## src/verilog/fsl_pkg.sv

```systemverilog
/*
 * Constants shared by the fault status logger: error codes, register map,
 * field positions, reset values, timing counts and the bus state type.
 * Assumes a 200 MHz controller clock.
 */
package fsl_pkg;
    // error codes and class flag
    localparam logic [15:0] CODE_RESET  = 16'hF000;
    localparam logic [15:0] CODE_DLOAD  = 16'hF001;
    localparam logic [15:0] CODE_WDOG   = 16'hF002;
    localparam logic [15:0] CODE_MEMMOD = 16'hF003;
    localparam logic [15:0] CODE_XFER   = 16'hF004;
    localparam logic [15:0] CODE_INTEG  = 16'hF005;
    localparam logic [15:0] CODE_INCOMP = 16'hF006;
    localparam logic [15:0] CODE_FUNC   = 16'hF010;
    localparam logic        CLASS_REC    = 1'b0;
    localparam logic        CLASS_NONREC = 1'b1;
    localparam int          LOG_DEPTH    = 10;

    // register byte offsets
    localparam logic [4:0] OFS_CTRL    = 5'h00;
    localparam logic [4:0] OFS_STATUS  = 5'h04;
    localparam logic [4:0] OFS_LAST    = 5'h08;
    localparam logic [4:0] OFS_LOGSEL  = 5'h0C;
    localparam logic [4:0] OFS_LOGDATA = 5'h10;

    // field positions
    localparam int CTRL_CLEAR_BIT = 0;
    localparam int ST_REC_BIT     = 0;
    localparam int ST_NONREC_BIT  = 1;
    localparam int ST_UNLOCK_BIT  = 2;
    localparam int ST_FORCE_BIT   = 3;
    localparam int ST_RUN_BIT     = 4;
    localparam int ST_CNT_LSB     = 8;
    localparam int ENT_CLASS_BIT  = 16;
    localparam int ENT_VALID_BIT  = 31;

    // reset values
    localparam logic [3:0]  LOGSEL_RST = 4'h0;
    localparam logic [16:0] ENTRY_RST  = 17'h00000;

    // timing
    localparam int unsigned CLK_KHZ           = 200000;
    localparam int unsigned SCAN_LIMIT_MS     = 3000;
    localparam int unsigned SCAN_LIMIT_CYCLES = SCAN_LIMIT_MS * CLK_KHZ;
    localparam int unsigned BLINK_MS          = 250;
    localparam int unsigned BLINK_CYCLES      = BLINK_MS * CLK_KHZ;

    typedef enum logic [1:0] {
        BUS_IDLE = 2'b01,
        BUS_ACK  = 2'b10
    } fsl_bus_e;
endpackage : fsl_pkg

```

## src/verilog/fsl_top.sv

```systemverilog
/*
 * Fault status logger: classifies fault events, drives the status
 * indicators, keeps a last-fault record and a ten-deep nonrecoverable log,
 * runs the program-scan watchdog and issues the recovery clear pulses.
 * Assumes all event inputs are synchronous to clk and registers are
 * reached over an Avalon-MM slave with waitrequest.
 */
`timescale 1ns/1ps
`default_nettype none
module fsl_top #(
    parameter int unsigned SCAN_LIMIT_CYCLES = fsl_pkg::SCAN_LIMIT_CYCLES,
    parameter int unsigned BLINK_CYCLES      = fsl_pkg::BLINK_CYCLES
) (
    input  wire logic        clk,
    input  wire logic        sys_rst,
    input  wire logic [4:0]  avs_address,
    input  wire logic        avs_read,
    input  wire logic        avs_write,
    input  wire logic [31:0] avs_writedata,
    input  wire logic [3:0]  avs_byteenable,
    output logic [31:0]      avs_readdata,
    output logic             avs_waitrequest,
    input  wire logic        power_ok,
    input  wire logic        prog_running,
    input  wire logic        force_active,
    input  wire logic        scan_start,
    input  wire logic        ctrl_reset_done,
    input  wire logic        user_data_lost_flag,
    input  wire logic        evt_unexp_reset,
    input  wire logic        evt_dl_power_loss,
    input  wire logic        evt_dl_cable_pull,
    input  wire logic        evt_ram_test_fail,
    input  wire logic        evt_mm_hw_fault,
    input  wire logic        evt_mm_conn_fault,
    input  wire logic        evt_mm_incompat,
    input  wire logic        evt_mm_xfer_fail,
    input  wire logic        evt_prog_integ_fail,
    input  wire logic        evt_prog_incompat,
    input  wire logic        evt_func_unsupported,
    input  wire logic        ext_fault_valid,
    input  wire logic [15:0] ext_fault_code,
    input  wire logic        ext_fault_nonrec,
    output logic             power_led,
    output logic             run_led,
    output logic             force_led,
    output logic             fault_led_red,
    output logic             clear_user_data,
    output logic             clear_program
);
    localparam int DEPTH = fsl_pkg::LOG_DEPTH;
    localparam int IW    = $clog2(DEPTH);

    fsl_pkg::fsl_bus_e bus_q;
    logic [31:0] rdata_q;
    logic [16:0] last_q;
    logic        last_valid_q;
    logic [16:0] log_q [DEPTH];
    logic [3:0]  log_cnt_q;
    logic [3:0]  logsel_q;
    logic        rec_pend_q;
    logic        nonrec_q;
    logic        unlock_q;
    logic [31:0] wd_cnt_q;
    logic        wd_armed_q;
    logic [31:0] blink_cnt_q;
    logic        blink_ph_q;

    // bus decode
    wire bus_req   = avs_read | avs_write;
    wire bus_take  = (bus_q == fsl_pkg::BUS_ACK);
    wire wr_take   = bus_take & avs_write;
    wire hit_ctrl  = (avs_address == fsl_pkg::OFS_CTRL);
    wire hit_stat  = (avs_address == fsl_pkg::OFS_STATUS);
    wire hit_last  = (avs_address == fsl_pkg::OFS_LAST);
    wire hit_lsel  = (avs_address == fsl_pkg::OFS_LOGSEL);
    wire hit_ldat  = (avs_address == fsl_pkg::OFS_LOGDATA);
    wire clr_req   = wr_take & hit_ctrl & avs_byteenable[0]
                     & avs_writedata[fsl_pkg::CTRL_CLEAR_BIT];
    wire lsel_wr   = wr_take & hit_lsel & avs_byteenable[0];
    assign avs_waitrequest = bus_req & ~bus_take;
    assign avs_readdata    = rdata_q;

    // watchdog on the program scan
    wire wd_trip = wd_armed_q & prog_running & (wd_cnt_q == SCAN_LIMIT_CYCLES);

    // cause to code mapping, watchdog first
    wire any_dload  = evt_dl_power_loss | evt_dl_cable_pull | evt_ram_test_fail;
    wire any_memmod = evt_mm_hw_fault | evt_mm_conn_fault | evt_mm_incompat;
    wire integ_run  = evt_prog_integ_fail & prog_running;
    wire named_rec  = evt_unexp_reset | any_dload | any_memmod | evt_mm_xfer_fail
                      | integ_run | evt_prog_incompat | evt_func_unsupported;
    wire fault_hit  = wd_trip | named_rec | ext_fault_valid;
    wire [15:0] sel_code =
        wd_trip              ? fsl_pkg::CODE_WDOG   :
        evt_unexp_reset      ? fsl_pkg::CODE_RESET  :
        any_dload            ? fsl_pkg::CODE_DLOAD  :
        any_memmod           ? fsl_pkg::CODE_MEMMOD :
        evt_mm_xfer_fail     ? fsl_pkg::CODE_XFER   :
        integ_run            ? fsl_pkg::CODE_INTEG  :
        evt_prog_incompat    ? fsl_pkg::CODE_INCOMP :
        evt_func_unsupported ? fsl_pkg::CODE_FUNC   :
        ext_fault_code;
    wire sel_class = wd_trip ? fsl_pkg::CLASS_NONREC :
                     named_rec ? fsl_pkg::CLASS_REC : ext_fault_nonrec;
    wire [16:0] sel_entry  = {sel_class, sel_code};
    wire        rec_set    = fault_hit & (sel_class == fsl_pkg::CLASS_REC);
    wire        nonrec_set = fault_hit & (sel_class == fsl_pkg::CLASS_NONREC);
    wire        recover    = fault_hit & (sel_code == fsl_pkg::CODE_RESET
                                          || sel_code == fsl_pkg::CODE_WDOG);

    // pending flags: a new fault wins over a clear in the same cycle
    wire rec_pend_d = rec_set | (rec_pend_q & ~clr_req);
    wire nonrec_d   = nonrec_set | (nonrec_q & ~(clr_req & unlock_q));
    wire unlock_d   = ctrl_reset_done | (unlock_q & ~nonrec_set & ~(clr_req & unlock_q));

    wire blink_tick = (blink_cnt_q == BLINK_CYCLES - 1);
    wire [IW-1:0] rd_idx = logsel_q[IW-1:0];
    wire          rd_ok  = (logsel_q < log_cnt_q);

    wire [31:0] stat_word = {16'h0000, 4'h0, log_cnt_q, 3'h0,
                             prog_running, force_active, unlock_q, nonrec_q, rec_pend_q};
    wire [31:0] last_word = {last_valid_q, 14'h0000, last_q};
    wire [31:0] ldat_word = rd_ok ? {1'b1, 14'h0000, log_q[rd_idx]} : 32'h00000000;
    wire [31:0] rd_mux    = hit_stat ? stat_word :
                            hit_last ? last_word :
                            hit_lsel ? {28'h0000000, logsel_q} :
                            hit_ldat ? ldat_word : 32'h00000000;

    always_ff @(posedge clk or posedge sys_rst) begin
        if (sys_rst) begin
            bus_q   <= fsl_pkg::BUS_IDLE;
            rdata_q <= 32'h00000000;
        end else begin
            case (bus_q)
                fsl_pkg::BUS_IDLE: begin
                    if (bus_req) begin
                        bus_q   <= fsl_pkg::BUS_ACK;
                        rdata_q <= avs_read ? rd_mux : 32'h00000000;
                    end
                end
                default: bus_q <= fsl_pkg::BUS_IDLE;
            endcase
        end
    end

    always_ff @(posedge clk or posedge sys_rst) begin
        if (sys_rst) begin
            logsel_q   <= fsl_pkg::LOGSEL_RST;
            rec_pend_q <= 1'b0;
            nonrec_q   <= 1'b0;
            unlock_q   <= 1'b0;
        end else begin
            if (lsel_wr) logsel_q <= avs_writedata[3:0];
            rec_pend_q <= rec_pend_d;
            nonrec_q   <= nonrec_d;
            unlock_q   <= unlock_d;
        end
    end

    // last fault of either class
    always_ff @(posedge clk or posedge sys_rst) begin
        if (sys_rst) begin
            last_q       <= fsl_pkg::ENTRY_RST;
            last_valid_q <= 1'b0;
        end else if (fault_hit) begin
            last_q       <= sel_entry;
            last_valid_q <= 1'b1;
        end
    end

    // nonrecoverable history, newest at entry 0
    genvar gi;
    generate
        for (gi = 0; gi < DEPTH; gi++) begin : g_log
            if (gi == 0) begin : g_head
                always_ff @(posedge clk or posedge sys_rst) begin
                    if (sys_rst) log_q[gi] <= fsl_pkg::ENTRY_RST;
                    else if (nonrec_set) log_q[gi] <= sel_entry;
                end
            end else begin : g_tail
                always_ff @(posedge clk or posedge sys_rst) begin
                    if (sys_rst) log_q[gi] <= fsl_pkg::ENTRY_RST;
                    else if (nonrec_set) log_q[gi] <= log_q[gi-1];
                end
            end
        end
    endgenerate

    always_ff @(posedge clk or posedge sys_rst) begin
        if (sys_rst) log_cnt_q <= 4'h0;
        else if (nonrec_set && log_cnt_q < 4'(DEPTH)) log_cnt_q <= log_cnt_q + 4'h1;
    end

    // scan timer restarts on every scan start and trips once per scan
    always_ff @(posedge clk or posedge sys_rst) begin
        if (sys_rst) begin
            wd_cnt_q   <= 32'h00000000;
            wd_armed_q <= 1'b0;
        end else if (scan_start) begin
            wd_cnt_q   <= 32'h00000000;
            wd_armed_q <= 1'b1;
        end else if (wd_trip) begin
            wd_armed_q <= 1'b0;
        end else if (wd_armed_q && prog_running) begin
            wd_cnt_q <= wd_cnt_q + 32'h00000001;
        end
    end

    // flash timebase
    always_ff @(posedge clk or posedge sys_rst) begin
        if (sys_rst) begin
            blink_cnt_q <= 32'h00000000;
            blink_ph_q  <= 1'b0;
        end else if (blink_tick) begin
            blink_cnt_q <= 32'h00000000;
            blink_ph_q  <= ~blink_ph_q;
        end else begin
            blink_cnt_q <= blink_cnt_q + 32'h00000001;
        end
    end

    // indicators and recovery pulses
    always_ff @(posedge clk or posedge sys_rst) begin
        if (sys_rst) begin
            power_led       <= 1'b0;
            run_led         <= 1'b0;
            force_led       <= 1'b0;
            fault_led_red   <= 1'b0;
            clear_user_data <= 1'b0;
            clear_program   <= 1'b0;
        end else begin
            power_led       <= power_ok;
            run_led         <= prog_running;
            force_led       <= force_active;
            fault_led_red   <= nonrec_q | (rec_pend_q & blink_ph_q);
            clear_user_data <= recover & user_data_lost_flag;
            clear_program   <= recover & ~user_data_lost_flag;
        end
    end
endmodule : fsl_top
`default_nettype wire

```

## config.mk

```make
export PLATFORM = sky130hd
export DESIGN_NAME = fsl_top
export DESIGN_NICKNAME = d
export VERILOG_FILES = /design/src/verilog/fsl_pkg.sv /design/src/verilog/fsl_top.sv
export SDC_FILE = /design/constraint.sdc
export NUM_CORES = 1
export LEC_CHECK = 0
export BUFFER_PORTS_ARGS = -buffer_cell sky130_fd_sc_hd__buf_2
export CORE_MARGIN = 2
export CORE_UTILIZATION = 54
export DETAILED_ROUTE_END_ITERATION = 7
export HOLD_SLACK_MARGIN = 0.08
export PLACE_DENSITY = 0.83
export SYNTH_ARGS = -nofsm -noshare
export SYNTH_HDL_FRONTEND = slang
export SYNTH_SLANG_ARGS = --single-unit
```

## constraint.sdc

```tcl
create_clock -name clk -period 20.8 [get_ports clk]
set_clock_uncertainty 0.2 [all_clocks]
set_input_delay 2.08 -clock clk [delete_from_list [all_inputs] [get_ports clk]]
set_output_delay 2.08 -clock clk [all_outputs]
set_load 0.02 [all_outputs]
```

# Word-level counts from Yosys, hierarchy flattened
# Index checks and enable logic that the tools add are counted.
[totals]
reg_bits = 305
in_bits = 80
out_inout_bits = 39
[op_classes]
addsub = 3
order_cmp = 3
eq_ne = 12
muxes = 27
n_bitwise = 46
reduce_logical = 8
[ops]
columns = ["operator", "n"]
rows = [
  ["$mux 32", 10],
  ["$mux 16", 8],
  ["$bmux 17 s4", 1],
  ["$add 32x1->32 const B", 2],
  ["$mux 17", 2],
  ["$eq 16x16->1 const B", 2],
  ["$eq 32x26->1 const B", 1],
  ["$eq 32x30->1 const B", 1],
  ["$and 1x1->1", 21],
  ["$or 1x1->1", 17],
  ["$eq 5x4->1 const B", 2],
  ["$not 1->1", 7],
  ["$eq 5x3->1 const B", 1],
  ["$eq 5x5->1 const B", 1],
  ["$ge 5x5->1 const B", 1],
  ["$logic_not 5->1", 1],
  ["$not 4->5", 1],
  ["$add 4x1->4 const B", 1],
  ["$lt 4x4->1", 1],
  ["$lt 4x4->1 const B", 1],
  ["$mux 1", 4],
  ["$mux 2", 2],
  ["$ne 2x2->1 const B", 2],
  ["$reduce_and 2->1", 2],
  ["other kinds (5)", 7],
]

# Depth between registers and ports, before layout
# Gate-level depths: netlist of run 1.
[logic_depth]
word_depth = 15
mapped_depth = 8

# Least setup slack after synthesis of run 1
# OpenSTA, ideal clock, no wires.
[synth_path]
path_type = "input-to-output"
start = "input avs_read"
end = "output avs_waitrequest"
t_arrival_ps = 2393
required_time_ps = 18520
slack_ps = 16127
path_stages = 2
n_path_buf = 0
path_cell_list = "nor2_1 -> nor2_1"
[synth_via]
elab_chain_cells = 2
[synth_rtl]
columns = ["element", "line", "text"]
rows = [
  ["from (decl)", "fsl_top.sv:17", "input wire logic avs_read,"],
  ["$or 1x1->1", "fsl_top.sv:69", "wire bus_req = avs_read | avs_write;"],
  ["$and 1x1->1", "fsl_top.sv:80", "assign avs_waitrequest = bus_req & ~bus_take;"],
  ["to (decl)", "fsl_top.sv:22", "output logic avs_waitrequest,"],
]
# Every way passes these cells.

# Final worst setup path of run 1
[layout_path]
start = "input evt_unexp_reset"
end = "register log_q[99] (netlist bit)"
[layout_via]
elab_chain_cells = 9
elab_cells_between_ends = 11
cone_classes = "mux: 2; bitwise: 9"
[layout_rtl]
columns = ["element", "line", "text"]
rows = [
  ["from (decl)", "fsl_top.sv:29", "input wire logic evt_unexp_reset,"],
  ["$or 1x1->1 * (3 in series)", "fsl_top.sv:90", "wire named_rec = evt_unexp_reset | any_dload | any_memmod | evt_mm_xfer_fail"],
  ["$or 1x1->1 * (3 in series)", "fsl_top.sv:91", "| integ_run | evt_prog_incompat | evt_func_unsupported;"],
  ["$or 1x1->1 or $mux 1 (tied branches)", "fsl_top.sv:92, fsl_top.sv:104", ""],
  ["$or 1x1->1 or $mux 1 (tied branches)", "fsl_top.sv:92, fsl_top.sv:103", ""],
  ["$and 1x1->1 *", "fsl_top.sv:107", "wire nonrec_set = fault_hit & (sel_class == fsl_pkg::CLASS_NONREC);"],
  ["to (signal, indexed assignment)", "fsl_top.sv:182", "if (sys_rst) log_q[gi] <= fsl_pkg::ENTRY_RST;"],
  ["to (signal, indexed assignment)", "fsl_top.sv:183", "else if (nonrec_set) log_q[gi] <= log_q[gi-1];"],
  ["to (decl)", "fsl_top.sv:57", "logic [16:0] log_q [DEPTH];"],
]
# Mark *: on every way between the ends. The rest lies on a longest branch, timed or not.
# A chain may end at the register's enable or synchronous reset.

==> results of run 1 <==
## layer usage
layer  share of wire [%]  global-route usage, %  vias up  wire length [um]
li1                    -                      -     4248                 -
met1                  43                   31.1     4814             13000
met2                  47                   37.1      296             14100
met3                 6.8                   3.62       62              2030
met4                 2.9                   7.21        0               880
met5                   0                      0        -                 0
## final timing paths
check                                 from      endpoint  slack, ps
max                        evt_unexp_reset     log_q[99]      15510
min                              log_q[14]     log_q[14]        290
max reg2reg                    wd_cnt_q[3]     log_q[99]      16710
min reg2reg                      log_q[14]     log_q[14]        290
max in group asynchronous          sys_rst   logsel_q[0]      17280
min in group asynchronous          sys_rst  wd_cnt_q[16]       1540
## state kept, by name, indices dropped and copies added, names as in the netlist, 2 cells and up
name          count
avs_readdata     18
last_q           17
log_cnt_q         4
log_q           170
blink_cnt_q      32
bus_q             2
logsel_q          4
wd_cnt_q         32
## worst max-delay path, delay by kind of cell
| family | cells | cell delay [ps] |
|---|---|---|
| and+or+nand+nor | 4 | 1800 |
| buffers and inverters | 3 | 1160 |
| muxes | 1 | 410 |
## cell usage in the layout, fill, tap and decap left out, types with 6 or more instances in the layout
master	count
o21ai_1	8
nor4b_1	6
clkinv_2	8
a22oi_1	19
and3_1	10
nand4_1	22
mux2_2	52
clkbuf_16	29
mux2i_1	40
nor3_1	12
nor4_1	24
ha_1	7
xor2_1	14
o21ai_0	31
mux2_4	26
mux2_1	93
conb_1	14
and4_1	7
inv_1	23
a31oi_1	16
buf_2	73
mux4_2	34
xnor2_1	24
o31ai_1	12
nand2_1	36
or3_1	14
nand3_1	31
buf_4	10
dfrtp_1	289
nor2b_1	10
nor2_1	72
or4_1	15
a21oi_1	32
## cell type report
class                      instances  area [um2]  share of cell area (%)
tap                              335         419                    2.71
multi-input combinational        744        6270                    40.5
clock buffer                      37         806                    5.20
antenna                            2        5.00                  0.0323
timing repair buffer              83         440                    2.84
clock inverter                    13         169                    1.09
sequential                       291        7290                    47.0
inverter                          24        97.6                   0.630
## metrics by stage
| stage | cell area (um2) | hold slack, ps |
|---|---|---|
| 6_report | 15500 | 287 |
| 5_1_grt | 15500 | 306 |
| 4_1_cts | 15500 | 278 |
| 3_5_place_dp | 14500 | 258 |
| 3_3_place_gp | 14500 | 257 |
| 2_1_floorplan | 14100 | 238 |
## report_power, final
group / switching, mW / internal, mW / total, mW
logic: 0.0485 / 0.0200 / 0.0685
clock network: 0.217 / 0.321 / 0.538
registers: 0.00838 / 0.572 / 0.581
total: 0.274 / 0.914 / 1.19
## logic make-up after synthesis
logic type | share of synthesized area [%]
AND/OR/NAND/NOR | 11.1
adder cells (fa/ha/maj) | 0.623
flip-flops | 51.8
XOR/XNOR | 2.37
AO/OA/AOI/OAI | 7.15
other | 0.0267
buffers and inverters | 4.23
multiplexers | 22.7
==> impl_results.md, run 1 <==
- Die H: 165 um
- Outcome: completed
- Worst setup SP type: input pin
- Clk Latency, worst-skew pair: 550 ps
- Worst VDD drop: 0.0789 mV
- Worst R2R Path Depth: 7
- Leakage: ~7.3 nW
- Vias: 9420
- Fin crit share: 25.4%
- Ports: 119
- Initial core utilization: 54.4%
- Fin nets: 1260
- Synth cell types: 71
- I/O Buffers: 73
- Rel. slew slack: 14.4%
- Layout Cells excl Fill: 1529
- Worst Path Arrival: about 5500 ps
- Final antenna-violating net count: 0
- Nature of the critical path endpoint: flop
- Top-area cell type share of the netlist area: 51.6%
- Cell taking the most area after synthesis: dfrtp_1
- Clk sink count: roughly 290
- Number of global-route vias before repair: between 9000 and 10000
- Final setup fails: 0
- Fraction of registers with async set/reset: 100%
- CP cell instances: buf_2 > or4_4 > or2_1 > nor3_4 > buf_4 > or2_4 > buf_4 > mux2_2
- Max FO, Critical Path: 57
- DRC viols: 0
- Largest net degree at the start of global routing: 145
- Total core area: 25800 um2
- RSZ-0062 raised after global routing: false
- Maximum clock rate: 189 MHz
- Global-route wire length before repair: 49300 um
- WP data required: 21030 ps
- Post-DR wirelength/cell: 19.7 um
- Gr ovfl total: 0
- Initial antenna violation count: 2
- Seq/Total Area, Yosys: roughly half
- Syn avg cell area: 12.5 um2
- Root Buffer Master: clkbuf_16
- Clk pin slew, worst setup/hold paths: about 60 ps
- CTS H-tree lvls: 1
- # resized after CTS: 0
- Post-Syn Instances: 1129
- Most used cell, CP: buf_4
- Total CTS buffers: 29
- Post-synth EDFFs: 0
- Global Route Usage Sum: 22.6%
- Clock Path Buffers: 3
- Worst hold path depth: 1
- Number of setup buffers added after CTS: 0
- DP Wirelength: 19000 um
- Post-route setup slack: 15510 ps
- Layout overhead on the synthesized area: 10.2%
- CTS Hold Bufs: 0
- Placer congestion estimate: 0.835
- Critical path class: input pin to flop
- Setup tns final: 0 ps
- Total power: ~1.2 mW
- Minimum clock period: 5290 ps
- 1st-iter DRT viols: 896
- Top cells by count, synth: 290 x dfrtp_1, 93 x mux2_1, 73 x nor2_1
- Die ar.: 27400 um2
- CTS tree: built
- HP Class: flop to flop
- Row count: 59
- Die X: 165 um
- Max Cap Violations: 0
- CP peak stage delay: between 700 and 800 ps
- Routed WL: 30100 um
- Fillers: 1943
- Final Slew Violations: 0
- CP max stage cell: or2_4
- Top area cells in the synthesized netlist: dfrtp_1 52%, mux2_1 7.4%, mux4_2 5.4%
- Cell total after placement: 1477
- Layout cells sized above 1: 21.7%
- Pre-Repair DR Iteration Count: 5
- Commonest register cell after synthesis: dfrtp_1
- Total number of yosys warnings: 0
- Placement Setup Slack: 14950 ps
- Via/cell ratio: between 6 and 7
- Finished Core Util: about three fifths
- Fin. Hold Viols: 0
- Worst Tran Pin Value: 1270 ps
- Pwr Density: 76.6 nW/um2
- Seq cells post-synth: 291
- Most frequent cell after synthesis: dfrtp_1
- Synthesized area: ~14000 um2
(Power assumes the default switching activity.)
==> run 2, diff against run 1 <==
ABC_AREA = 1   (was default)
clock period = 5.4 ns   (was 20.8 ns; I/O delays follow)
==> impl_results.md, run 2 <==
- Max FFs per register: 170
- Finished Core Util: slightly above 60%
- Worst Tran Pin Value: 1120 ps
- Layout Cells excl Fill: 2313
- CTS H-tree lvls: 1
- Worst Hold End: last_q[6]
- Root Buffer Master: clkbuf_16
- HP Class: input pin to flop
- Die ar.: 28700 um2
- Antenna Cells: 0
- Seq/Total Area, Yosys: 49.2%
- Nature of the critical path endpoint: flop
- Clk sink count: ~290
- WP data required: 5690 ps
- Cell total after placement: 2244
- Reg-to-reg critical path endpoint: log_q[154]
- Total power: 4.70 mW
- Layout cells sized above 1: slightly below 9%
- Largest registers: log_q (170), blink_cnt_q (32), wd_cnt_q (32)
- R2r setup slk: 1400 ps
- Reg with most FFs: log_q
- DRC viols: 0
- Layout overhead on the synthesized area: 10.5%
- Fin nets: 2037
- Most common cell after layout, fill and taps aside: nand2_1
- Minimum clock period: 4000 ps
- Gr ovfl total: 0
- Final setup fails: 0
- Commonest register cell after synthesis: dfrtp_1
- Synth cell types: 49
- Synthesized area: 14800 um2
- Die X: 170 um
- Fillers: 2289
- Clk pin slew, worst setup/hold paths: 60 ps
- Global-route wire length before repair: between 60000 and 70000 um
- Sw Ratio: 24.9%
- Sequential power share: a little under half
- Leakage: 8.11 nW
- Top cells by count, synth: 640 x nand2_1, 290 x dfrtp_1, 165 x inv_1
- Sw power: 1.17 mW
- Total core area: 27000 um2
- Most used cell, CP: nand2_1
- Setup tns final: 0 ps
- Fin crit share: between 70 and 80%
- Worst setup SP type: flop
- CP max stage cell: inv_4
- Number of global-route vias before repair: 12300
- Routed WL: 37400 um
- Via/cell ratio: approximately 5.6
- Top area cells in the synthesized netlist: dfrtp_1 49%, nand2_1 16%, inv_1 4.2%
- Delay-heaviest family, CP: simple AND/OR/NAND/NOR gates
- Total CTS buffers: 30
- Comb pwr share: 8.4%
- Worst hold slack: 147 ps
- # resized after CTS: 0
- Row count: 60
- Fin. Hold Viols: 0
- Worst hold path depth: 3
- Largest net degree at the start of global routing: around 140
- Post-DR wirelength/cell: 16.2 um
- Max FO, Critical Path: 137
- 1st-iter DRT viols: 1272
- Max Cap Violations: 0
- Total number of yosys warnings: 0
- Critical path class: flop to flop
- Placer congestion estimate: 0.926
- Ports: 119
- Post-synth EDFFs: 0
- Seq cells post-synth: slightly below 300
- Cell taking the most area after synthesis: dfrtp_1
- Crit Reg-Reg Startpoint: wd_cnt_q[7]
- I/O Buffers: 73
- Worst Path Arrival: about 4300 ps
- Post-Syn Instances: 1903
- Syn avg cell area: 7.77 um2
- CP cell instances: inv_1 > nand2_1 > nor2_1 > nand2_1 > nor2_1 > nand3_4 > nand2_4 > nand2_8 > inv_4 > buf_12 > nand2_1 > nand2_1
- CP peak stage delay: 890 ps
- Global Route Usage Sum: 26.4%
- Final Slew Violations: 0
- Worst VDD drop: 0.265 mV
- Initial antenna violation count: 0
- Die H: 170 um
- Maximum clock rate: 250 MHz
- Vias: 12900
- Most frequent cell after synthesis: nand2_1
- Clock Path Buffers: 3
- Hold path startpoint: ext_fault_valid
- Clk Latency, worst-skew pair: between 500 and 600 ps
- Initial core utilization: between 50 and 60%
- Worst path bufs/invs: 3
- DP Wirelength: 24500 um
- Final instance area: 16400 um2
- Worst R2R Path Depth: 12
- Fraction of registers with async set/reset: 100%
- RSZ-0062 raised after global routing: false
- Clock power frac: 43.8%
- Placement Setup Slack: 1520 ps
- Final antenna-violating net count: 0
- Pre-Repair DR Iteration Count: 5
- Number of setup buffers added after CTS: 0
- Placed cell areas: 15200 um2
- Outcome: completed
- CTS tree: built
- Pwr Density: 287 nW/um2
- Post-route setup slack: 1400 ps
- Top-area cell type share of the netlist area: 49.0%
- Cell internal pwr: 3.53 mW
- Rel. slew slack: 25.4%
- Commonest non-fill, non-tap cells in the layout: 640 x nand2_1, 289 x dfrtp_1, 164 x inv_1
==> run 2: worst min-delay path: stages <==
cell and delay (ps):
buf_2 190, nand3_1 110, nand2_1 50
==> run 2: cell type report <==
cell class	instances	area, um2	area share, %
Multi-Input combinational cell	1352	6340	38.8
Inverter	174	659	4.03
Timing Repair Buffer	101	651	3.98
Sequential cell	291	7280	44.5
Clock inverter	8	92.6	0.566
Tap cell	341	427	2.61
Clock buffer	46	901	5.51
==> run 2: cell families after synthesis <==
family / count (synthesis) / share of synthesized area [%]
compound gates: 316 / 12.1
xor+xnor: 41 / 2.43
fa+ha+maj: 7 / 0.592
buf+inv: 273 / 8.32
flops: 291 / 49.2
mux: 3 / 0.228
other cells: 1 / 0.0253
simple gates: 971 / 27.1
==> run 2: power by group through the flow <==
| stage | Combinational (mW) | Clock (mW) | Sequential, mW |
|---|---|---|---|
| 2_1_floorplan | 0.252 | 0 | 2.29 |
| 5_1_grt | 0.439 | 2.17 | 2.24 |
| 3_3_place_gp | 0.375 | 0 | 2.28 |
| 4_1_cts | 0.393 | 2.08 | 2.24 |
| 6_report | 0.396 | 2.06 | 2.24 |
| 3_5_place_dp | 0.381 | 0 | 2.28 |
==> run 2: how the worst max path moves through the flow <==
stage,start,endpoint,slack [ps],cells after the start
6_report,wd_cnt_q[7],log_q[154],1400,12
3_5_place_dp,evt_mm_conn_fault,log_q[157],1520,13
3_3_place_gp,evt_mm_conn_fault,log_q[157],1540,13
5_1_grt,wd_cnt_q[4],log_q[17],1100,12
2_1_floorplan,sys_rst,avs_readdata[0],800,1
4_1_cts,wd_cnt_q[0],log_q[103],1500,13
==> run 2: timing repair <==
action                     in CTS  in global routing
hold buffers                   15                  0
hold endpoints to repair       60                  0
setup endpoints to repair       0                  0
==> run 2: routing by layer <==
layer	up-vias	global-route usage [%]	routed length, um
li1	6207	-	-
met1	6169	36.9	16100
met2	468	43.6	18100
met3	80	2.94	2180
met4	0	7.88	1020
met5	-	0	0
